==> src/shared/ldrc_pkg.sv <==
`default_nettype none
package ldrc_pkg;

    // ------------------------------------------------------------
    // register map
    // ------------------------------------------------------------
    localparam int unsigned APB_AW    = 12;
    localparam logic [11:0] OFS_CTRL   = 12'h000;
    localparam logic [11:0] OFS_PORT   = 12'h004;
    localparam logic [11:0] OFS_STATUS = 12'h008;

    // control word fields
    localparam int unsigned CTRL_FRS_LSB  = 0;
    localparam int unsigned CTRL_AUXA_BIT = 3;
    localparam int unsigned CTRL_AUXB_BIT = 4;
    localparam int unsigned CTRL_CSRC_BIT = 5;
    localparam int unsigned CTRL_KSD_BIT  = 6;
    localparam int unsigned CTRL_DUTY_BIT = 7;
    localparam int unsigned CTRL_W        = 8;
    localparam logic [7:0]  CTRL_RST      = 8'h00;

    // port word fields
    localparam int unsigned PORT_DATA_LSB = 0;
    localparam int unsigned PORT_DATA_W   = 5;
    localparam int unsigned PORT_FN_LSB   = 8;
    localparam int unsigned PORT_FN_W     = 4;
    localparam logic [4:0]  PORT_DATA_RST = 5'h00;
    localparam logic [3:0]  PORT_FN_RST   = 4'h0;

    // status word fields
    localparam int unsigned ST_SYSRST_BIT = 0;
    localparam int unsigned ST_SUPPLY_DROP_DETECT_BIT   = 1;
    localparam int unsigned ST_PIN_BIT    = 2;
    localparam int unsigned ST_DISP_BIT   = 3;
    localparam int unsigned ST_KSCAN_BIT  = 4;
    localparam int unsigned ST_CLKO_BIT   = 5;

    // ------------------------------------------------------------
    // frame rate select, value is {sel_2, sel_1, sel_0}
    // ------------------------------------------------------------
    localparam int unsigned DIV_W   = 10;
    localparam logic [2:0]  FRS_768 = 3'h3;
    localparam logic [2:0]  FRS_576 = 3'h7;
    localparam logic [2:0]  FRS_384 = 3'h0;
    localparam logic [2:0]  FRS_288 = 3'h4;
    localparam logic [2:0]  FRS_192 = 3'h2;
    localparam logic [9:0]  DIV_768 = 10'h300;
    localparam logic [9:0]  DIV_576 = 10'h240;
    localparam logic [9:0]  DIV_384 = 10'h180;
    localparam logic [9:0]  DIV_288 = 10'h120;
    localparam logic [9:0]  DIV_192 = 10'h0c0;

    // aux pin function, value is {func_sel_a, func_sel_b}
    localparam logic [1:0]  AUX_SEL_PORT  = 2'h0;
    localparam logic [1:0]  AUX_SEL_CLOCK = 2'h1;

    // clock source select
    localparam logic        CSRC_RC  = 1'b0;
    localparam logic        CSRC_EXT = 1'b1;

    // ------------------------------------------------------------
    // carriers
    // ------------------------------------------------------------
    typedef struct packed {
        logic        psel;
        logic        penable;
        logic        pwrite;
        logic [11:0] paddr;
        logic [31:0] pwdata;
    } ldrc_apb_req_t;

    typedef struct packed {
        logic [31:0] prdata;
        logic        pready;
        logic        pslverr;
    } ldrc_apb_rsp_t;

    typedef struct packed {
        logic       display_on;
        logic       key_scan_en;
        logic       key_data_clear;
        logic       drivers_force_low;
        logic       com4_force_common;
        logic       scan_seg_force_segment;
        logic [3:0] seg_port_is_port;
        logic [3:0] seg_port_level;
        logic [4:0] gp_port_level;
        logic       aux_is_port;
        logic       aux_is_clock;
        logic       aux_level;
    } ldrc_pin_ctrl_t;

endpackage : ldrc_pkg
`default_nettype wire

==> src/logic/ldrc_ctrl.sv <==
// Added by the designer: the register offsets and register access over APB.
`timescale 1ns/1ps
`default_nettype none
// How it works
// - frame tick divides selected clock by 768, 576, 384, 288 or 192
// - aux pin select 0 then 1 outputs selected clock divided by two
// - supply drop detector puts system into reset, at power-up and later
// - reset blanks display, stops key scan, clears key data, ports low
// - reset forces shared segment/port pins to segment, aux pin to port, low
// - reset release enables display, key scan and port state settings
// - detector reset clears only on transfer strobe fall after all data
// - external reset pin low holds reset, high releases it
// - reset stops RC oscillator or external clock acceptance
// - display latch still accepts data while reset blanks display
// - reset returns key scan and port logic to initial state
// - serial interface and control register are untouched by reset
// - reset drives segments, commons, scans low; forces shared pin roles
// - oscillator pin is high impedance for the whole reset
// - open-drain key request stays released throughout reset
// - clock source select 0 picks RC oscillator, 1 external clock
module ldrc_ctrl #(
    parameter int unsigned DIV_W = ldrc_pkg::DIV_W
) (
    input  wire logic                    clk,
    input  wire logic                    resetn,
    input  wire ldrc_pkg::ldrc_apb_req_t apb_req,
    output var  ldrc_pkg::ldrc_apb_rsp_t apb_rsp,
    input  wire logic                    supply_drop_detect,
    input  wire logic                    external_reset_n,
    input  wire logic                    transfer_enable,
    input  wire logic                    all_data_received,
    input  wire logic                    display_latch_strobe,
    output var  logic                    display_latch_we,
    input  wire logic                    rc_osc_clk,
    output var  logic                    rc_osc_run,
    input  wire logic                    oscillator_pin_in,
    output var  logic                    oscillator_pin_out,
    output var  logic                    oscillator_pin_oe_n,
    input  wire logic                    key_request,
    output var  logic                    key_request_out,
    output var  logic                    key_request_oe_n,
    output var  logic                    frame_tick,
    output var  ldrc_pkg::ldrc_pin_ctrl_t pin_ctrl
);

    // ------------------------------------------------------------
    // system reset state
    // ------------------------------------------------------------
    typedef enum logic [2:0] {
        ST_HOLD_SUPPLY_DROP_DETECT = 3'b001,
        ST_HOLD_PIN  = 3'b010,
        ST_RUN       = 3'b100
    } ldrc_state_t;

    ldrc_state_t state_ff;
    ldrc_state_t nxt_state;
    logic        ce_prev_ff;
    logic        nxt_ce_prev;
    logic        ce_fall;
    logic        sys_reset;

    assign ce_fall   = ce_prev_ff & ~transfer_enable;
    assign sys_reset = (state_ff != ST_RUN);

    always_comb begin
        nxt_ce_prev = transfer_enable;
        nxt_state   = state_ff;
        case (state_ff)
            ST_HOLD_SUPPLY_DROP_DETECT: begin
                if (supply_drop_detect) begin
                    nxt_state = ST_HOLD_SUPPLY_DROP_DETECT;
                end else if (ce_fall && all_data_received) begin
                    nxt_state = external_reset_n ? ST_RUN
                                                 : ST_HOLD_PIN;
                end
            end
            ST_HOLD_PIN: begin
                if (supply_drop_detect) begin
                    nxt_state = ST_HOLD_SUPPLY_DROP_DETECT;
                end else if (external_reset_n) begin
                    nxt_state = ST_RUN;
                end
            end
            ST_RUN: begin
                if (supply_drop_detect) begin
                    nxt_state = ST_HOLD_SUPPLY_DROP_DETECT;
                end else if (!external_reset_n) begin
                    nxt_state = ST_HOLD_PIN;
                end
            end
            default: begin
                nxt_state = ST_HOLD_SUPPLY_DROP_DETECT;
            end
        endcase
    end

    // power-up starts held in detector reset
    always_ff @(posedge clk or negedge resetn) begin
        if (!resetn) begin
            state_ff   <= ST_HOLD_SUPPLY_DROP_DETECT;
            ce_prev_ff <= 1'b0;
        end else begin
            state_ff   <= nxt_state;
            ce_prev_ff <= nxt_ce_prev;
        end
    end

    // ------------------------------------------------------------
    // registers, reset only by resetn, never by system reset
    // ------------------------------------------------------------
    logic [ldrc_pkg::CTRL_W-1:0]      ctrl_ff;
    logic [ldrc_pkg::CTRL_W-1:0]      nxt_ctrl;
    logic [ldrc_pkg::PORT_DATA_W-1:0] port_data_ff;
    logic [ldrc_pkg::PORT_DATA_W-1:0] nxt_port_data;
    logic [ldrc_pkg::PORT_FN_W-1:0]   port_fn_ff;
    logic [ldrc_pkg::PORT_FN_W-1:0]   nxt_port_fn;
    logic [31:0]                      prdata_ff;
    logic [31:0]                      nxt_prdata;
    logic                             pslverr_ff;
    logic                             nxt_pslverr;
    logic [31:0]                      rd_word;
    logic                             hit;
    logic                             setup;
    logic                             wr_access;
    logic [31:0]                      status_word;
    logic                             clk_out_ff;

    assign setup     = apb_req.psel & ~apb_req.penable;
    assign wr_access = apb_req.psel & apb_req.penable & apb_req.pwrite;

    always_comb begin
        status_word = '0;
        status_word[ldrc_pkg::ST_SYSRST_BIT] = sys_reset;
        status_word[ldrc_pkg::ST_SUPPLY_DROP_DETECT_BIT]   = (state_ff == ST_HOLD_SUPPLY_DROP_DETECT);
        status_word[ldrc_pkg::ST_PIN_BIT]    = (state_ff == ST_HOLD_PIN);
        status_word[ldrc_pkg::ST_DISP_BIT]   = pin_ctrl.display_on;
        status_word[ldrc_pkg::ST_KSCAN_BIT]  = pin_ctrl.key_scan_en;
        status_word[ldrc_pkg::ST_CLKO_BIT]   = clk_out_ff;
    end

    always_comb begin
        hit     = 1'b1;
        rd_word = '0;
        case (apb_req.paddr)
            ldrc_pkg::OFS_CTRL: begin
                rd_word[ldrc_pkg::CTRL_W-1:0] = ctrl_ff;
            end
            ldrc_pkg::OFS_PORT: begin
                rd_word[ldrc_pkg::PORT_DATA_LSB +: ldrc_pkg::PORT_DATA_W] =
                    port_data_ff;
                rd_word[ldrc_pkg::PORT_FN_LSB +: ldrc_pkg::PORT_FN_W] =
                    port_fn_ff;
            end
            ldrc_pkg::OFS_STATUS: begin
                rd_word = status_word;
            end
            default: begin
                hit = 1'b0;
            end
        endcase
    end

    always_comb begin
        nxt_ctrl      = ctrl_ff;
        nxt_port_data = port_data_ff;
        nxt_port_fn   = port_fn_ff;
        nxt_prdata    = prdata_ff;
        nxt_pslverr   = pslverr_ff;
        if (setup) begin
            nxt_prdata  = apb_req.pwrite ? 32'h0000_0000 : rd_word;
            nxt_pslverr = ~hit;
        end
        // writes land even in system reset
        if (wr_access && hit) begin
            case (apb_req.paddr)
                ldrc_pkg::OFS_CTRL: begin
                    nxt_ctrl = apb_req.pwdata[ldrc_pkg::CTRL_W-1:0];
                end
                ldrc_pkg::OFS_PORT: begin
                    nxt_port_data = apb_req.pwdata[ldrc_pkg::PORT_DATA_LSB
                                    +: ldrc_pkg::PORT_DATA_W];
                    nxt_port_fn   = apb_req.pwdata[ldrc_pkg::PORT_FN_LSB
                                    +: ldrc_pkg::PORT_FN_W];
                end
                default: begin
                    nxt_ctrl = ctrl_ff;
                end
            endcase
        end
    end

    always_ff @(posedge clk or negedge resetn) begin
        if (!resetn) begin
            ctrl_ff      <= ldrc_pkg::CTRL_RST;
            port_data_ff <= ldrc_pkg::PORT_DATA_RST;
            port_fn_ff   <= ldrc_pkg::PORT_FN_RST;
            prdata_ff    <= 32'h0000_0000;
            pslverr_ff   <= 1'b0;
        end else begin
            ctrl_ff      <= nxt_ctrl;
            port_data_ff <= nxt_port_data;
            port_fn_ff   <= nxt_port_fn;
            prdata_ff    <= nxt_prdata;
            pslverr_ff   <= nxt_pslverr;
        end
    end

    // read data is loaded in setup, so no wait state is needed
    always_comb begin
        apb_rsp.prdata  = prdata_ff;
        apb_rsp.pready  = 1'b1;
        apb_rsp.pslverr = pslverr_ff & apb_req.psel & apb_req.penable;
    end

    // ------------------------------------------------------------
    // clock selection and gating
    // ------------------------------------------------------------
    logic       clk_src_sel;
    logic [1:0] aux_sel;
    logic       src_level;
    logic       src_prev_ff;
    logic       nxt_src_prev;
    logic       sel_tick;
    logic       nxt_clk_out;
    logic [DIV_W-1:0] frame_div;

    assign clk_src_sel = ctrl_ff[ldrc_pkg::CTRL_CSRC_BIT];
    assign aux_sel     = {ctrl_ff[ldrc_pkg::CTRL_AUXA_BIT],
                          ctrl_ff[ldrc_pkg::CTRL_AUXB_BIT]};

    always_comb begin
        src_level = (clk_src_sel == ldrc_pkg::CSRC_EXT) ? oscillator_pin_in
                                                         : rc_osc_clk;
    end

    assign nxt_src_prev = src_level;
    // no selected edges accepted in reset
    assign sel_tick = src_level & ~src_prev_ff & ~sys_reset;
    assign rc_osc_run = ~sys_reset
                      & (clk_src_sel == ldrc_pkg::CSRC_RC);

    always_comb begin
        nxt_clk_out = clk_out_ff;
        if (sys_reset || aux_sel != ldrc_pkg::AUX_SEL_CLOCK) begin
            nxt_clk_out = 1'b0;
        end else if (sel_tick) begin
            nxt_clk_out = ~clk_out_ff;
        end
    end

    always_ff @(posedge clk or negedge resetn) begin
        if (!resetn) begin
            src_prev_ff <= 1'b0;
            clk_out_ff  <= 1'b0;
        end else begin
            src_prev_ff <= nxt_src_prev;
            clk_out_ff  <= nxt_clk_out;
        end
    end

    // ------------------------------------------------------------
    // frame divider
    // ------------------------------------------------------------
    always_comb begin
        case (ctrl_ff[ldrc_pkg::CTRL_FRS_LSB +: 3])
            ldrc_pkg::FRS_768: frame_div = DIV_W'(ldrc_pkg::DIV_768);
            ldrc_pkg::FRS_576: frame_div = DIV_W'(ldrc_pkg::DIV_576);
            ldrc_pkg::FRS_384: frame_div = DIV_W'(ldrc_pkg::DIV_384);
            ldrc_pkg::FRS_288: frame_div = DIV_W'(ldrc_pkg::DIV_288);
            ldrc_pkg::FRS_192: frame_div = DIV_W'(ldrc_pkg::DIV_192);
            default:           frame_div = DIV_W'(ldrc_pkg::DIV_384);
        endcase
    end

    ldrc_tick_div #(
        .W       (DIV_W)
    ) u_frame_div (
        .clk     (clk),
        .resetn  (resetn),
        .clear   (sys_reset),
        .tick    (sel_tick),
        .divisor (frame_div),
        .pulse   (frame_tick)
    );

    // ------------------------------------------------------------
    // pin and block control
    // ------------------------------------------------------------
    logic [ldrc_pkg::PORT_DATA_W-1:0] gp_level_ff;
    logic [ldrc_pkg::PORT_DATA_W-1:0] nxt_gp_level;

    // port levels drop on the very edge that enters reset, no lag
    always_comb begin
        nxt_gp_level = (nxt_state == ST_RUN) ? port_data_ff : '0;
    end

    always_ff @(posedge clk or negedge resetn) begin
        if (!resetn) begin
            gp_level_ff <= '0;
        end else begin
            gp_level_ff <= nxt_gp_level;
        end
    end

    always_comb begin
        pin_ctrl.display_on        = ~sys_reset;
        pin_ctrl.key_scan_en       = ~sys_reset
                                   & ~ctrl_ff[ldrc_pkg::CTRL_KSD_BIT];
        pin_ctrl.key_data_clear    = sys_reset;
        pin_ctrl.drivers_force_low = sys_reset;
        pin_ctrl.com4_force_common = sys_reset;
        pin_ctrl.scan_seg_force_segment = sys_reset;
        pin_ctrl.seg_port_is_port  = sys_reset ? 4'h0 : port_fn_ff;
        pin_ctrl.seg_port_level    = gp_level_ff[3:0];
        pin_ctrl.gp_port_level     = gp_level_ff;
        pin_ctrl.aux_is_clock      = ~sys_reset
                                   & (aux_sel == ldrc_pkg::AUX_SEL_CLOCK);
        pin_ctrl.aux_is_port       = sys_reset
                                   | (aux_sel == ldrc_pkg::AUX_SEL_PORT);
        if (pin_ctrl.aux_is_clock) begin
            pin_ctrl.aux_level = clk_out_ff;
        end else begin
            pin_ctrl.aux_level = gp_level_ff[4];
        end
    end

    // latch keeps loading while the display is blanked
    assign display_latch_we = display_latch_strobe;

    // oscillator pin is never driven here, so it is high impedance in reset
    assign oscillator_pin_out  = 1'b0;
    assign oscillator_pin_oe_n = 1'b1;

    // open-drain request, released throughout reset
    assign key_request_out  = 1'b0;
    assign key_request_oe_n = ~(key_request & ~sys_reset);

endmodule : ldrc_ctrl
`default_nettype wire

==> src/logic/ldrc_tick_div.sv <==
`timescale 1ns/1ps
`default_nettype none
module ldrc_tick_div #(
    parameter int unsigned W = 10
) (
    input  wire logic         clk,
    input  wire logic         resetn,
    input  wire logic         clear,
    input  wire logic         tick,
    input  wire logic [W-1:0] divisor,
    output var  logic         pulse
);

    logic [W-1:0] cnt_ff;
    logic [W-1:0] nxt_cnt;
    logic         pulse_ff;
    logic         nxt_pulse;

    // ------------------------------------------------------------
    // count selected clock ticks, pulse once per divisor ticks
    // ------------------------------------------------------------
    always_comb begin
        nxt_cnt   = cnt_ff;
        nxt_pulse = 1'b0;
        if (clear) begin
            nxt_cnt = '0;
        end else if (tick) begin
            if (cnt_ff >= divisor - W'(1)) begin
                nxt_cnt   = '0;
                nxt_pulse = 1'b1;
            end else begin
                nxt_cnt = cnt_ff + W'(1);
            end
        end
    end

    always_ff @(posedge clk or negedge resetn) begin
        if (!resetn) begin
            cnt_ff   <= '0;
            pulse_ff <= 1'b0;
        end else begin
            cnt_ff   <= nxt_cnt;
            pulse_ff <= nxt_pulse;
        end
    end

    assign pulse = pulse_ff;

endmodule : ldrc_tick_div
`default_nettype wire

==> config.mk <==
export PLATFORM = sky130hd
export DESIGN_NAME = ldrc_ctrl
export DESIGN_NICKNAME = d
export VERILOG_FILES = /design/src/shared/ldrc_pkg.sv /design/src/logic/ldrc_ctrl.sv /design/src/logic/ldrc_tick_div.sv
export SDC_FILE = /design/constraint.sdc
export NUM_CORES = 1
export LEC_CHECK = 0
export BUFFER_PORTS_ARGS = -buffer_cell sky130_fd_sc_hd__buf_2
export CORE_ASPECT_RATIO = 0.7
export CORE_MARGIN = 8
export CORE_UTILIZATION = 43
export DETAILED_ROUTE_END_ITERATION = 6
export MAX_ROUTING_LAYER = met4
export PLACE_DENSITY = 0.81
export SLEW_MARGIN = 20
export SYNTH_ARGS = -nofsm -noshare
export SYNTH_HDL_FRONTEND = slang
export SYNTH_SLANG_ARGS = --single-unit
export TNS_END_PERCENT = 20
==> constraint.sdc <==
create_clock -name clk -period 2.34 [get_ports clk]
set_clock_uncertainty 0.05 [all_clocks]
set_input_delay 0.117 -clock clk [delete_from_list [all_inputs] [get_ports clk]]
set_output_delay 0.117 -clock clk [all_outputs]
set_load 0.02 [all_outputs]
Word-level counts from Yosys, hierarchy flattened
Index checks and enable logic that the tools add are counted.
Word-level totals
  register bits after elaboration: 72
  bits of input ports: 57
  output and inout bits: 63
  logic and storage cells: 86
Cells by class
  $add $sub $neg: 2
  $lt $le $gt $ge: 1
  equality and inequality tests: 13
  mux-type cells: 26
  bitwise logic cells: 22
  reduce and logical (&&, ||, !) cells: 10
Operators with widths (number)
  $pmux 10 s4: 1
  $mux 10: 3
  $mux 3: 7
  $pmux 5 s3: 1
  $and 1x1->1: 12
  $eq 12x3->1 const B: 1
  $eq 12x4->1 const B: 1
  $eq 3x3->1 const B: 4
  $logic_not 12->1: 1
  $mux 12: 1
  $add 10x1->10 const B: 1
  $ge 10x10->1: 1
  $sub 10x1->10 const B: 1
  $eq 3x2->1 const B: 3
  $not 1->1: 9
  $pmux 3 s3: 1
  $mux 1: 8
  $mux 4: 2
  $pmux 3 s2: 1
  $mux 5: 1
  $reduce_and 2->1: 2
  $reduce_bool 2->1: 2
  $eq 3x1->1 const B: 1
  $ne 3x3->1 const B: 1
  other kinds (7): 8

Longest topological paths before layout
Gate-level depths: netlist of the first run.
  depth after elaboration: 8
  gate-level depth with buffers: 9
  depth with buffers taken out: 8

By module
Synthesis of the first run repeated with hierarchy kept, for this count alone.
Second synthesis, totals
  cell total of the unflattened synthesis: 293
  area total of the unflattened synthesis: 3078.0 um^2
Modules (own cells, without submodules)
  ldrc_ctrl: instances 1, cells each 191, area each 2134.5 um^2, seq. area each 1027.2 um^2
  ldrc_tick_div: instances 1, cells each 102, area each 943.4 um^2, seq. area each 275.3 um^2

Worst setup path before layout of the first run
No wires, ideal clock.
  path kind: reg-to-reg
  start: register ctrl_ff[2] in the netlist's numbering
  end: register u_frame_div.cnt_ff[7]
  setup time: 82 ps
  arrival time: 2191 ps
  data required time: 2208 ps
  setup slack: 17 ps
  stages on the path, launching flop included: 9
  buffers on the path: 0
  clock period less this slack: 2323 ps
  path through: dfrtp_1 -> nand2b_1 -> nand2_1 -> ha_1 -> and3_4 -> a221o_1 -> a311oi_4 -> or2b_1 -> a31oi_1
Between the ends
  longest elaborated chain between the ends: 7
  elaborated cells on any way between the ends: 10
  classes of those cells: add/sub: 1; order compare: 1; eq/ne: 4; mux: 4
Ends and longest elaborated chain
  start, declared: line ldrc_ctrl.sv:111  | logic [ldrc_pkg::CTRL_W-1:0] ctrl_ff;
  start signal, assigned: line ldrc_ctrl.sv:194  | ctrl_ff <= ldrc_pkg::CTRL_RST;
  start signal, assigned: line ldrc_ctrl.sv:200  | ctrl_ff <= nxt_ctrl;
  $eq 3x2->1 / $eq 3x3->1 (equally long branches): line ldrc_ctrl.sv:265  | case (ctrl_ff[ldrc_pkg::CTRL_FRS_LSB +: 3])
  $pmux 10 s4 (*): line ldrc_ctrl.sv:265
  $sub 10x1->10 (*): line ldrc_tick_div.sv:28  | if (cnt_ff >= divisor - W'(1)) begin
  $ge 10x10->1 (*): line ldrc_tick_div.sv:28
  $mux 10 (*): line ldrc_tick_div.sv:28
  $mux 10 (*): line ldrc_tick_div.sv:27  | end else if (tick) begin
  $mux 10 (*): line ldrc_tick_div.sv:25  | if (clear) begin
  end signal, assigned: line ldrc_tick_div.sv:42  | cnt_ff <= nxt_cnt;
  end, declared: line ldrc_tick_div.sv:14  | logic [W-1:0] cnt_ff;
Mark *: on every way between the ends. The rest lies on a longest branch, timed or not. The select of a mux whose other input is x is not followed.
A chain may end at the register's enable or synchronous reset.

Worst setup path in the final report of the first run
  start: register ctrl_ff[0] in the netlist's numbering
  end: register u_frame_div.cnt_ff[4]
Same word-level chain as after synthesis.

==> results of run 1 <==
-- worst max-delay path, cell delays in order (launching register included) --
cell	delay, ns
dfrtp_1	0.41
buf_6	0.14
nor3b_1	0.27
ha_1	0.29
a31o_2	0.26
a311oi_4	0.32
buf_6	0.17
or2b_1	0.23
a31oi_1	0.13
-- worst max-delay path by stage --
stage               start               endpoint  slack (ns)  cells past startpoint
6_report       ctrl_ff[0]  u_frame_div.cnt_ff[4]       -0.02                      8
5_1_grt        ctrl_ff[0]  u_frame_div.cnt_ff[4]       -0.14                      8
4_1_cts        ctrl_ff[2]  u_frame_div.cnt_ff[4]       -0.01                      9
3_5_place_dp   ctrl_ff[2]  u_frame_div.cnt_ff[2]       -0.12                      9
3_3_place_gp   ctrl_ff[2]  u_frame_div.cnt_ff[7]       -0.02                      9
2_1_floorplan  ctrl_ff[2]  u_frame_div.cnt_ff[7]        0.02                      8
-- logic make-up after synthesis --
logic type / count (synthesis)
XOR/XNOR: 1
AO/OA/AOI/OAI: 45
buffers and inverters: 47
flip-flops: 52
adder cells (fa/ha/maj): 6
other: 2
multiplexers: 26
AND/OR/NAND/NOR: 73
-- report_power, final --
| part | total (mW) | switching [mW] | internal, mW |
|---|---|---|---|
| sequential | 0.907 | 0.00321 | 0.903 |
| clock | 0.669 | 0.292 | 0.378 |
| combinational | 0.137 | 0.0890 | 0.0485 |
-- Yosys cell counts, types with 4 or more instances --
master	instances	area, µm²
nor2_1	19	71.3
o22ai_1	4	25.0
a31oi_1	7	43.8
a21oi_1	7	35.0
dfrtp_1	51	1280
and2_1	4	25.0
mux2_2	20	225
o21ai_0	4	20.0
or2b_1	4	30.0
a22o_1	12	105
nand2_1	10	37.5
nand3_1	7	35.0
ha_1	6	75.1
nand2b_1	9	56.3
mux2i_1	6	60.1
buf_4	33	248
inv_1	8	30.0
-- area by class of cell --
class / instances / area (µm²)
multi-input combinational: 175 / 1260
timing repair buffer: 104 / 648
sequential: 52 / 1300
clock inverter: 1 / 30.0
antenna: 1 / 2.50
clock buffer: 7 / 96.3
tap: 78 / 97.6
fill: 564 / 2750
inverter: 8 / 30.0
-- registers in the layout, indices dropped and copies added (netlist names) --
name	count
prdata_ff	12
u_frame_div.cnt_ff	10
ctrl_ff	8
gp_level_ff	5
port_data_ff	5
port_fn_ff	4
state_ff	3
ce_prev_ff	1
clk_out_ff	1
pslverr_ff	1
src_prev_ff	1
u_frame_div.pulse	1
-- timing repair --
action,4_1_cts,5_1_grt
hold buffers,11,0
gates cloned,1,0
pin swaps,6,2
gates resized for setup,3,14
hold endpoints to repair,62,0
setup buffers,3,1
setup endpoints to repair,9,11
-- per-layer routing --
layer	routed length, µm	share of wire [%]
met5	0	0
met4	91	1.3
met3	485	7.1
met2	2980	44
met1	3240	48
-- stage by stage --
stage,power (mW),hold slack (ns)
after floorplan,1.02,-0.229
after global placement,1.04,0.184
after detailed placement,1.05,0.184
after CTS,1.73,0.00179
after global routing,1.78,0.00586
final,1.71,0.00933
==> PnR_summary.wiki, run 1 <==
{| class="wikitable"
! Metric !! Value
|-
| RSZ-0062 raised after global routing || yes
|-
| Wire length reported by the detailed router || 6800 µm
|-
| Layout Nets || 409
|-
| Yosys warning total || 0
|-
| Simple logic cell fraction of the synthesized area || around 15%
|-
| Worst setup slack before clock tree synthesis || -0.117 ns
|-
| Worst Setup Path Type || flip-flop to flip-flop
|-
| Final period util || 101%
|-
| Flop2flop setup slack || -0.02 ns
|-
| Startpoint of the lowest-slack hold path || apb_req[5]
|-
| Filler-free cell count of the finished design || 426
|-
| Most common cell after layout, fill and taps aside || buf_2
|-
| Most used cells in the layout excluding fill and tap cells || buf_2, dfrtp_1, conb_1
|-
| Antenna violations before repair || 1
|-
| Slew @ Worst Pin || 0.675 ns
|-
| Worst reg2reg path endpoint || u_frame_div.cnt_ff[4]
|-
| Routability cong. || 0.759
|-
| Global-route track usage on met2 || 21.7%
|-
| Peak supply drop || 0.238 mV
|-
| Share of final-layout standard cells stronger than drive strength 1 || 41.2%
|-
| FFs w/ async S/R, synth || 100%
|-
| Setup crit start kind || flip-flop
|-
| Drt drc || 0
|-
| Post-DR wirelength/cell || 16.0 µm
|-
| Pin count of the biggest net entering global routing || 53
|-
| Area of all placed cells without fillers || 0.00347 mm²
|-
| Pins Over Slew Limit || 0
|-
| Area of the core || between 0.006 and 0.007 mm²
|-
| Hold path cells || 2
|-
| Worst path setup slack after routing || -0.0181 ns
|-
| Cell count after placement || between 400 and 500
|-
| Adder-cell share of the synthesized area || 2.72%
|-
| Per-cell via count in the routed design || 4.95
|-
| Capturing element type of the critical path || flip-flop
|-
| Largest family of logic cells by synthesized area || simple AND/OR/NAND/NOR gates
|-
| # H-tree levels || 2
|-
| Drt initial violations || ~80
|-
| Post-synthesis area per instance || 11.0 µm²
|-
| HPWL after detailed placement || a little over 5000 µm
|-
| Leakage || approximately 1.8 nW
|-
| Total negative slack for setup checks || -0.0181 ns
|-
| Via count of the first global-routing pass || 2204
|-
| Clock buffer count from CTS || 5
|-
| CTS sink cnt || 52
|-
| Insertion delay of the later-clocked pin in the worst-skew pair || 0.30 ns
|-
| Capture endpoint of the worst hold path || ctrl_ff[5]
|-
| R2R depth || 8
|-
| First-pass GRT wire length || 10800 µm
|-
| Power density normalized to cell area || 494 mW/mm²
|-
| Number of flip-flops and latches in the synthesized netlist || 52
|-
| Length of the first detailed-routing pass in iterations || 4
|-
| Antenna Nets Post-Route || 0
|-
| Required time reported for the critical path endpoint || 2.51 ns
|-
| Horiz. Die Dim || 112 µm
|-
| Share of the synthesized area in compound gates (AO/OA/AOI/OAI) || roughly an eighth
|-
| Post-synthesis sequential area ratio || 47.1%
|-
| Post-synthesis cell count || between 200 and 300
|-
| Met1 track demand over resource || 18.4%
|-
| Launch instance of the worst register-to-register path || ctrl_ff[0]
|-
| Path type of the worst min-delay path || input pin to flip-flop
|-
| DIE AREA || 0.00929 mm²
|-
| Failing checks || negative setup slack
|-
| Upper clock frequency limit || 0.424 GHz
|-
| Global route hottest layer || met2
|-
| Number of distinct standard cells referenced by the synthesized netlist || 45
|-
| Total of endpoints with negative setup slack in the final report || 1
|-
| Result of the run || finished with violations
|-
| Critical path data arrival time || 2.53 ns
|-
| GR met3 Demand/Resource || roughly 5.1%
|-
| Instance area at placement || ~0.0031 mm²
|-
| Buffer cell driving the clock tree root || clkbuf_8
|-
| Routed vias || approximately 2100
|-
| I/O pin count || 120
|-
| Final critical delay including setup and external delays || 2.36 ns
|-
| Overall track demand over capacity in global routing || 14.7%
|-
| Effective utilization at floorplan || 44.4%
|-
| Reported max-cap violation count || 0
|-
| Mapped cell area || approximately 0.0028 mm²
|-
| Utilization after layout || ~56%
|-
| Xor/xnor cell area share of the yosys netlist || 0.317%
|-
| Grt ovf || 0
|-
| CP max FO || 6
|-
| Port Buffer Count || 73
|-
| Final Hold Fails || 0
|-
| TritonCTS clock tree || yes
|-
| Multiplexer share of the synthesized area || 10.3%
|-
| Post-synth top flop || dfrtp_1
|-
| Max Buffers Root-to-Sink || 2
|-
| Number of synthesized flops with an enable pin || 0
|-
| Max-slew headroom at the worst pin || 55.0%
|-
| Area Overhead vs Synth || 25.6%
|-
| Rows || 24
|-
| Floorplan die height || 83.1 µm
|-
| Clock slew at the register clock pins of the worst setup and hold paths || 0.09 ns
|}
Note: power is estimated with default switching activity, not from simulation.
==> run 2, diff against run 1 <==
--- a/config.mk
+++ b/config.mk
@@ -9,9 +9,11 @@
 export CORE_ASPECT_RATIO = 0.7
 export CORE_MARGIN = 8
 export CORE_UTILIZATION = 43
+export CTS_BUF_LIST = sky130_fd_sc_hd__clkbuf_16
 export DETAILED_ROUTE_END_ITERATION = 6
 export MAX_ROUTING_LAYER = met4
 export PLACE_DENSITY = 0.81
+export REMOVE_ABC_BUFFERS = 1
 export SLEW_MARGIN = 20
 export SYNTH_ARGS = -nofsm -noshare
 export SYNTH_HDL_FRONTEND = slang
==> constraint.sdc (replaced) <==
create_clock -name clk -period 2.34 [get_ports clk]
set_clock_uncertainty 0.05 [all_clocks]
set_input_delay 0.117 -clock clk [delete_from_list [all_inputs] [get_ports clk]]
set_output_delay 0.117 -clock clk [all_outputs]
set_load 0.005 [all_outputs]
==> run 2 against run 1 <==
Compared with the run above:
- the run still ends with negative setup slack left
- clock power grew 8.4%
- sequential power about the same
- final cell count fell by 1.4%
- sequential share of layout area grew 0.52 points
- core utilization fell by 0.70 points
- critical endpoint is now u_frame_div.cnt_ff[9]
- register-to-register slack got worse by 0.05 ns
- flip-flop and latch count unchanged
==> PnR_summary.wiki, run 2 (synthesis gave the netlist of run 1 again) <==
{| class="wikitable"
! Metric !! Value
|-
| Result of the run || finished with violations
|-
| Failing checks || negative setup slack
|-
| Rows || 24 (unchanged)
|-
| Final critical delay including setup and external delays || 2.41 ns (+0.0503 ns)
|-
| Share of final-layout standard cells stronger than drive strength 1 || 42.7% (+1.5 points)
|-
| CP max FO || 6 (unchanged)
|-
| Port Buffer Count || 73 (unchanged)
|-
| Max Buffers Root-to-Sink || 2 (unchanged)
|-
| Reported max-cap violation count || 0 (unchanged)
|-
| Antenna Nets Post-Route || 0 (unchanged)
|-
| # H-tree levels || 2 (unchanged)
|-
| Length of the first detailed-routing pass in iterations || 4 (unchanged)
|-
| Final period util || 103% (+2.1 points)
|-
| Layout Nets || 404 (-1.2%)
|-
| Flip-flop count of the largest register after layout || 12 (unchanged)
|-
| Wire length on met1 || 2770 µm (-15%)
|-
| Wire length reported by the detailed router || 6780 µm (-0.26%)
|-
| Slew @ Worst Pin || 0.645 ns (-0.0297 ns)
|-
| I/O pin count || 120 (unchanged)
|-
| Power density normalized to cell area || 506 mW/mm² (+2.6%)
|-
| Peak supply drop || 0.268 mV (+13%)
|-
| Per-cell via count in the routed design || 5.17 (+4.6%)
|-
| Met2 Wirelength || 3250 µm (+8.9%)
|-
| Total negative slack for setup checks || -0.338 ns (-0.320 ns)
|-
| Drt initial violations || 105 (+28%)
|-
| Required time reported for the critical path endpoint || 2.52 ns (about the same)
|-
| Ant. Diodes || 0 (-1)
|-
| CTS sink cnt || 52 (unchanged)
|-
| Insertion delay of the later-clocked pin in the worst-skew pair || 0.29 ns (about the same)
|-
| Number of inserted filler cells in the final layout || 534 (-5.3%)
|-
| Path type of the worst min-delay path || input pin to flip-flop
|-
| Clock slew at the register clock pins of the worst setup and hold paths || 0.07 ns (-0.02 ns)
|-
| Buffers plus inverters on the worst setup path || 2 (unchanged)
|-
| Largest registers in the final layout || prdata_ff: 12 flops, u_frame_div.cnt_ff: 10 flops, ctrl_ff: 8 flops
|-
| Cell with the largest stage delay on the worst path || dfrtp_2
|-
| Area Overhead vs Synth || 24.0%
|-
| Upper clock frequency limit || 0.415 GHz (-2.1%)
|-
| Switching share of power || 22.5% (+0.071 points)
|-
| Effective utilization at floorplan || 44.4% (unchanged)
|-
| Clock buffer count from CTS || 5 (unchanged)
|-
| Pin count of the biggest net entering global routing || 53 (unchanged)
|-
| Post-DR wirelength/cell || 16.1 µm (+1.2%)
|-
| Setup crit start kind || flip-flop
|-
| First-pass GRT wire length || 10800 µm (+0.32%)
|-
| Register with the most flip-flops || prdata_ff
|-
| Clk network pwr share || 41.8% (+2.7 points)
|-
| Met3 wire length || 697 µm (+44%)
|-
| Highest routed metal layer || met4
|-
| Worst path setup slack after routing || -0.0683 ns (-0.0503 ns)
|-
| Most common cell after layout, fill and taps aside || buf_2
|-
| Horiz. Die Dim || 112 µm (unchanged)
|-
| Share of power burned in registers || 52.3% (-0.6 points)
|-
| Grt ovf || 0 (unchanged)
|-
| Final Hold Fails || 0 (unchanged)
|-
| Total of endpoints with negative setup slack in the final report || 7 (+6)
|-
| Drt drc || 0 (unchanged)
|-
| Cell-by-cell trace of the critical path || nand2_2 -> nand2_2 -> ha_4 -> and3_4 -> a221o_1 -> a311oi_4 -> buf_4 -> buf_4 -> and3_2 -> a221o_1
|-
| Critical Path Max Stage Delay || 0.45 ns (+0.04 ns)
|-
| Portion of total power attributed to combinational logic || 5.9% (-2.1 points)
|-
| TritonCTS clock tree || yes
|-
| Floorplan die height || 83.1 µm (unchanged)
|-
| Routability cong. || 0.841 (+11%)
|-
| Most used cells in the layout excluding fill and tap cells || buf_2, dfrtp_1, conb_1
|-
| DIE AREA || 0.00929 mm² (unchanged)
|-
| Max-slew headroom at the worst pin || 57.0% (+2.0 points)
|-
| Internal power of the cells || 1.35 mW (+1.2%)
|-
| Pins Over Slew Limit || 0 (unchanged)
|-
| RSZ-0062 raised after global routing || yes
|-
| Net Sw Power || 0.390 mW (+1.6%)
|-
| Area of the core || 0.00622 mm² (unchanged)
|-
| Worst Setup Path Type || flip-flop to flip-flop
|-
| Critical path data arrival time || 2.59 ns (+0.06 ns)
|-
| Buffer cell driving the clock tree root || clkbuf_16
|-
| Via count of the first global-routing pass || 2258 (+2.5%)
|-
| Top Family by Delay on Critical Path || compound AO/OA/AOI/OAI gates
|-
| Overall track demand over capacity in global routing || 14.5% (-0.24 points)
|-
| Routed vias || 2173 (+3.1%)
|-
| Capturing element type of the critical path || flip-flop
|-
| Power consumption || 1.74 mW (+1.3%)
|-
| Leakage || 1.82 nW (-0.77%)
|-
| Antenna violations before repair || 0 (-1)
|-
| HPWL after detailed placement || 5020 µm (-3.1%)
|}
run 2: cell types whose count changed in the layout (fill, tap and decap cells not counted), moves of 3 or more:
| cell | change |
|---|---|
| clkbuf_8 | -7 |
| dlygate4sd3_1 | -7 |
| buf_4 | +5 |
| clkbuf_16 | +5 |
| buf_6 | -3 |
run 2: power by group through the flow:
stage,clock (mW),sequential [mW],combinational (mW)
2_1_floorplan,0,0.923,0.0308
3_3_place_gp,0,0.924,0.0924
3_5_place_dp,0,0.924,0.0953
4_1_cts,0.749,0.907,0.0997
5_1_grt,0.793,0.907,0.116
6_report,0.725,0.907,0.102
run 2: timing repair:
| item | CTS | global route |
|---|---|---|
| buffers inserted | 2 | 2 |
| hold buffers | 3 | 1 |
| gates resized for setup | 6 | 8 |
| endpoints found under the hold margin | 53 | 1 |
| cloned | 1 | 0 |
| setup endpoints to repair | 7 | 9 |
| pin swaps | 6 | 7 |
run 2: layout make-up:
| type | count | area [µm²] | area share [%] |
|---|---|---|---|
| Sequential cell | 52 | 1300 | 38.0 |
| Multi-Input combinational cell | 175 | 1270 | 36.9 |
| Timing Repair Buffer | 99 | 582 | 17.0 |
| Clock buffer | 5 | 125 | 3.65 |
| Tap cell | 78 | 97.6 | 2.85 |
| Inverter | 8 | 30.0 | 0.876 |
| Clock inverter | 3 | 22.5 | 0.657 |
run 2: metal layers:
metal / GRT usage [%] / vias to the layer above
li1: - / 1008
met4: 3.21 / 0
met2: 23.5 / 91
met1: 16.6 / 1064
met3: 5.85 / 10
met5: - / -
run 2: through the flow:
stage / area [µm²] / hold WS [ns] / setup WS, ns / cells / utilization (%)
after detailed placement: 3140 / 0.184 / -0.150 / 403 / 50.6
after global routing: 3430 / 0.00774 / -0.166 / 420 / 55.1
after floorplan: 2550 / -0.229 / -0.133 / 235 / -
final: 3430 / 0.00807 / -0.0683 / 420 / 55.1
after CTS: 3370 / 0.00490 / 0.00682 / 417 / 54.2
after global placement: 3140 / 0.184 / -0.0431 / 403 / 50.6
run 2: worst reg2reg max path, cell delays in order, from the launching register on:
cell and delay [ns]:
dfrtp_2 0.45, nand2_2 0.11, nand2_2 0.08, ha_4 0.23
and3_4 0.18, a221o_1 0.38, a311oi_4 0.32, buf_4 0.20
buf_4 0.11, and3_2 0.15, a221o_1 0.09
run 2: worst paths after layout:
check | from | end | slack, ns | cells after the start
max in group asynchronous | resetn | ctrl_ff[1] | 1.33 | 3
worst min-delay path | apb_req[5] | ctrl_ff[5] | 0.008 | 2
worst max register to register | ctrl_ff[1] | u_frame_div.cnt_ff[9] | -0.07 | 10
min in group asynchronous | resetn | prdata_ff[10] | 0.45 | 3
worst max-delay path | ctrl_ff[1] | u_frame_div.cnt_ff[9] | -0.07 | 10
worst min register to register | prdata_ff[5] | prdata_ff[5] | 0.43 | 2
==> run 3, diff against run 2 <==
--- a/config.mk
+++ b/config.mk
@@ -6,14 +6,16 @@
 export NUM_CORES = 1
 export LEC_CHECK = 0
 export BUFFER_PORTS_ARGS = -buffer_cell sky130_fd_sc_hd__buf_2
-export CORE_ASPECT_RATIO = 0.7
+export CORE_ASPECT_RATIO = 1.2
 export CORE_MARGIN = 8
 export CORE_UTILIZATION = 43
 export CTS_BUF_LIST = sky130_fd_sc_hd__clkbuf_16
 export DETAILED_ROUTE_END_ITERATION = 6
 export MAX_ROUTING_LAYER = met4
 export PLACE_DENSITY = 0.81
+export RECOVER_POWER = 50
 export REMOVE_ABC_BUFFERS = 1
+export SKIP_CTS_REPAIR_TIMING = 1
 export SLEW_MARGIN = 20
 export SYNTH_ARGS = -nofsm -noshare
 export SYNTH_HDL_FRONTEND = slang
==> run 3 against run 2 <==
Compared with the run above:
- the flow still finishes with violations (negative setup slack)
- final cell count up 0.24%
- via count shrank 2.5%
- non-clock buffer count down 6
- design area fell by 1.4%
- flip-flop and latch count unchanged
- first-iteration DRC count shrank 43%
- core utilization decreased by 1.7 points
- sequential share of layout area increased by 0.48 points
- clock power rose by 12%
==> PnR_summary.wiki, run 3 (synthesis gave the netlist of run 1 again) <==
{| class="wikitable"
! Metric !! Value
|-
| # H-tree levels || 2 (unchanged)
|-
| Number of inserted filler cells in the final layout || 539 (+0.94%)
|-
| Insertion delay of the later-clocked pin in the worst-skew pair || 0.29 ns (about the same)
|-
| Layout Nets || 398 (-1.5%)
|-
| Max-slew headroom at the worst pin || 7.20% (-50 points)
|-
| Required time reported for the critical path endpoint || 2.52 ns (about the same)
|-
| Worst Setup Path Type || flip-flop to flip-flop
|-
| Grt ovf || 0 (unchanged)
|-
| Register with the most flip-flops || prdata_ff
|-
| Length of the first detailed-routing pass in iterations || 4 (unchanged)
|-
| Failing checks || negative setup slack
|-
| Total of endpoints with negative setup slack in the final report || 1 (-6)
|-
| Rows || 32 (+33%)
|-
| Horiz. Die Dim || 89.2 µm (-20%)
|-
| Max Buffers Root-to-Sink || 2 (unchanged)
|-
| Clock slew at the register clock pins of the worst setup and hold paths || 0.07 ns (about the same)
|-
| Area of all placed cells without fillers || 0.00338 mm² (-1.4%)
|-
| Drt drc || 0 (unchanged)
|-
| Critical path data arrival time || 2.52 ns (-0.07 ns)
|-
| Most common cell after layout, fill and taps aside || buf_2
|-
| Capturing element type of the critical path || flip-flop
|-
| Wire length reported by the detailed router || 6410 µm (-5.5%)
|-
| Floorplan die height || 104 µm (+25%)
|-
| Post-DR wirelength/cell || 15.2 µm (-5.7%)
|-
| First-pass GRT wire length || 9980 µm (-7.9%)
|-
| Flip-flop count of the largest register after layout || 12 (unchanged)
|-
| Per-cell via count in the routed design || 5.03 (-2.7%)
|-
| Worst path setup slack after routing || -0.00112 ns (+0.0672 ns)
|-
| Area Overhead vs Synth || 22.4%
|-
| Path type of the worst min-delay path || input pin to flip-flop
|-
| Effective utilization at floorplan || 43.7% (-0.77 points)
|-
| HPWL after detailed placement || 4940 µm (-1.6%)
|-
| Peak supply drop || 0.315 mV (+17%)
|-
| Port Buffer Count || 73 (unchanged)
|-
| Area of the core || 0.00633 mm² (+1.8%)
|-
| CP max FO || 6 (unchanged)
|-
| Buffer cell driving the clock tree root || clkbuf_16
|-
| Drt initial violations || 60 (-43%)
|-
| Pins Over Slew Limit || 0 (unchanged)
|-
| Pin count of the biggest net entering global routing || 27 (-49%)
|-
| Final Hold Fails || 0 (unchanged)
|-
| Worst setup slack before clock tree synthesis || -0.112 ns (+0.0376 ns)
|-
| Slew @ Worst Pin || 1.39 ns (+0.747 ns)
|-
| Final critical delay including setup and external delays || 2.34 ns (-0.0672 ns)
|-
| Setup crit start kind || flip-flop
|-
| Ant. Diodes || 0 (unchanged)
|-
| Upper clock frequency limit || 0.427 GHz (+2.9%)
|-
| Share of final-layout standard cells stronger than drive strength 1 || 38.4% (-4.3 points)
|-
| Largest registers in the final layout || prdata_ff: 12 flops, u_frame_div.cnt_ff: 10 flops, ctrl_ff: 8 flops
|-
| TritonCTS clock tree || yes
|-
| DIE AREA || 0.00926 mm² (-0.33%)
|-
| Result of the run || finished with violations
|-
| Most used cells in the layout excluding fill and tap cells || buf_2, dfrtp_1, conb_1
|-
| I/O pin count || 120 (unchanged)
|-
| Instance area at placement || 0.00314 mm² (-0.20%)
|-
| CTS sink cnt || 52 (unchanged)
|-
| RSZ-0062 raised after global routing || yes
|-
| Routed vias || 2119 (-2.5%)
|-
| Antenna Nets Post-Route || 0 (unchanged)
|-
| Overall track demand over capacity in global routing || 13.9% (-0.65 points)
|-
| Via count of the first global-routing pass || 2182 (-3.4%)
|-
| Routability cong. || 0.784 (-6.8%)
|-
| Power density normalized to cell area || 538 mW/mm² (+6.3%)
|-
| Reported max-cap violation count || 0 (unchanged)
|-
| Clock buffer count from CTS || 5 (unchanged)
|-
| Final period util || 100% (-2.9 points)
|-
| Antenna violations before repair || 0 (unchanged)
|-
| Utilization after layout || 53.4% (-1.7 points)
|-
| Leakage || 1.76 nW (-3.2%)
|}
-- run 3: cell count changes in the layout (fill, tap and decap cells not counted), moves of 2 or more --
cell and change:
nand2b_1 +2, buf_4 -6, buf_2 -7, clkbuf_1 +8
nand2b_4 -2
-- run 3: layout make-up --
class | instances | area, µm² | area share [%]
well taps | 85 | 106 | 3.15
flip-flops and latches | 52 | 1300 | 38.5
inverters | 8 | 30.0 | 0.888
multi-input cells | 175 | 1260 | 37.3
clock inverters | 3 | 42.5 | 1.26
repair buffers | 93 | 514 | 15.2
clock buffers | 5 | 125 | 3.70
-- run 3: power by group --
group / internal (mW) / leakage, nW / switching (mW)
Sequential: 0.904 / 0.716 / 0.00282
Clock: 0.502 / 0.0814 / 0.310
Combinational: 0.0388 / 0.965 / 0.0604
Total: 1.45 / 1.76 / 0.373
-- run 3: metal layers --
metal	part of all wire (%)	up-vias	wire, µm	track usage, %
li1	-	1008	-	-
met1	36	1029	2320	14.0
met2	54	72	3480	25.0
met3	7.8	10	500	2.85
met4	1.7	0	110	5.13
met5	0	-	0	-
-- run 3: stage by stage --
stage	setup TNS, ns	hold WS (ns)	power (mW)	instances
6_report	-0.00112	0.00927	1.82	421
4_1_cts	-0.843	-0.209	1.83	416
3_5_place_dp	-0.585	0.0946	1.02	408
3_3_place_gp	-0.326	0.0867	1.02	408
2_1_floorplan	-0.724	-0.229	0.954	235
5_1_grt	-0.507	0.0198	1.88	421
-- run 3: critical path, stage by stage, from the launching register on --
cell      delay (ns)
dfrtp_1         0.43
nand2b_1        0.14
nand2_2         0.08
ha_4            0.22
a21o_2          0.20
a221o_1         0.34
a311oi_4        0.26
buf_4           0.20
buf_4           0.12
and3_2          0.16
a221o_2         0.09
-- run 3: worst paths after layout --
| check | start | endpoint | slack, ns | depth (start not counted) |
|---|---|---|---|---|
| max | ctrl_ff[1] | u_frame_div.cnt_ff[3] | -0.001 | 10 |
| min | apb_req[9] | port_fn_ff[1] | 0.009 | 2 |
| max reg2reg | ctrl_ff[1] | u_frame_div.cnt_ff[3] | -0.001 | 10 |
| min reg2reg | prdata_ff[5] | prdata_ff[5] | 0.44 | 2 |
| max in group asynchronous | resetn | ctrl_ff[1] | 0.67 | 3 |
| min in group asynchronous | resetn | prdata_ff[5] | 0.73 | 3 |
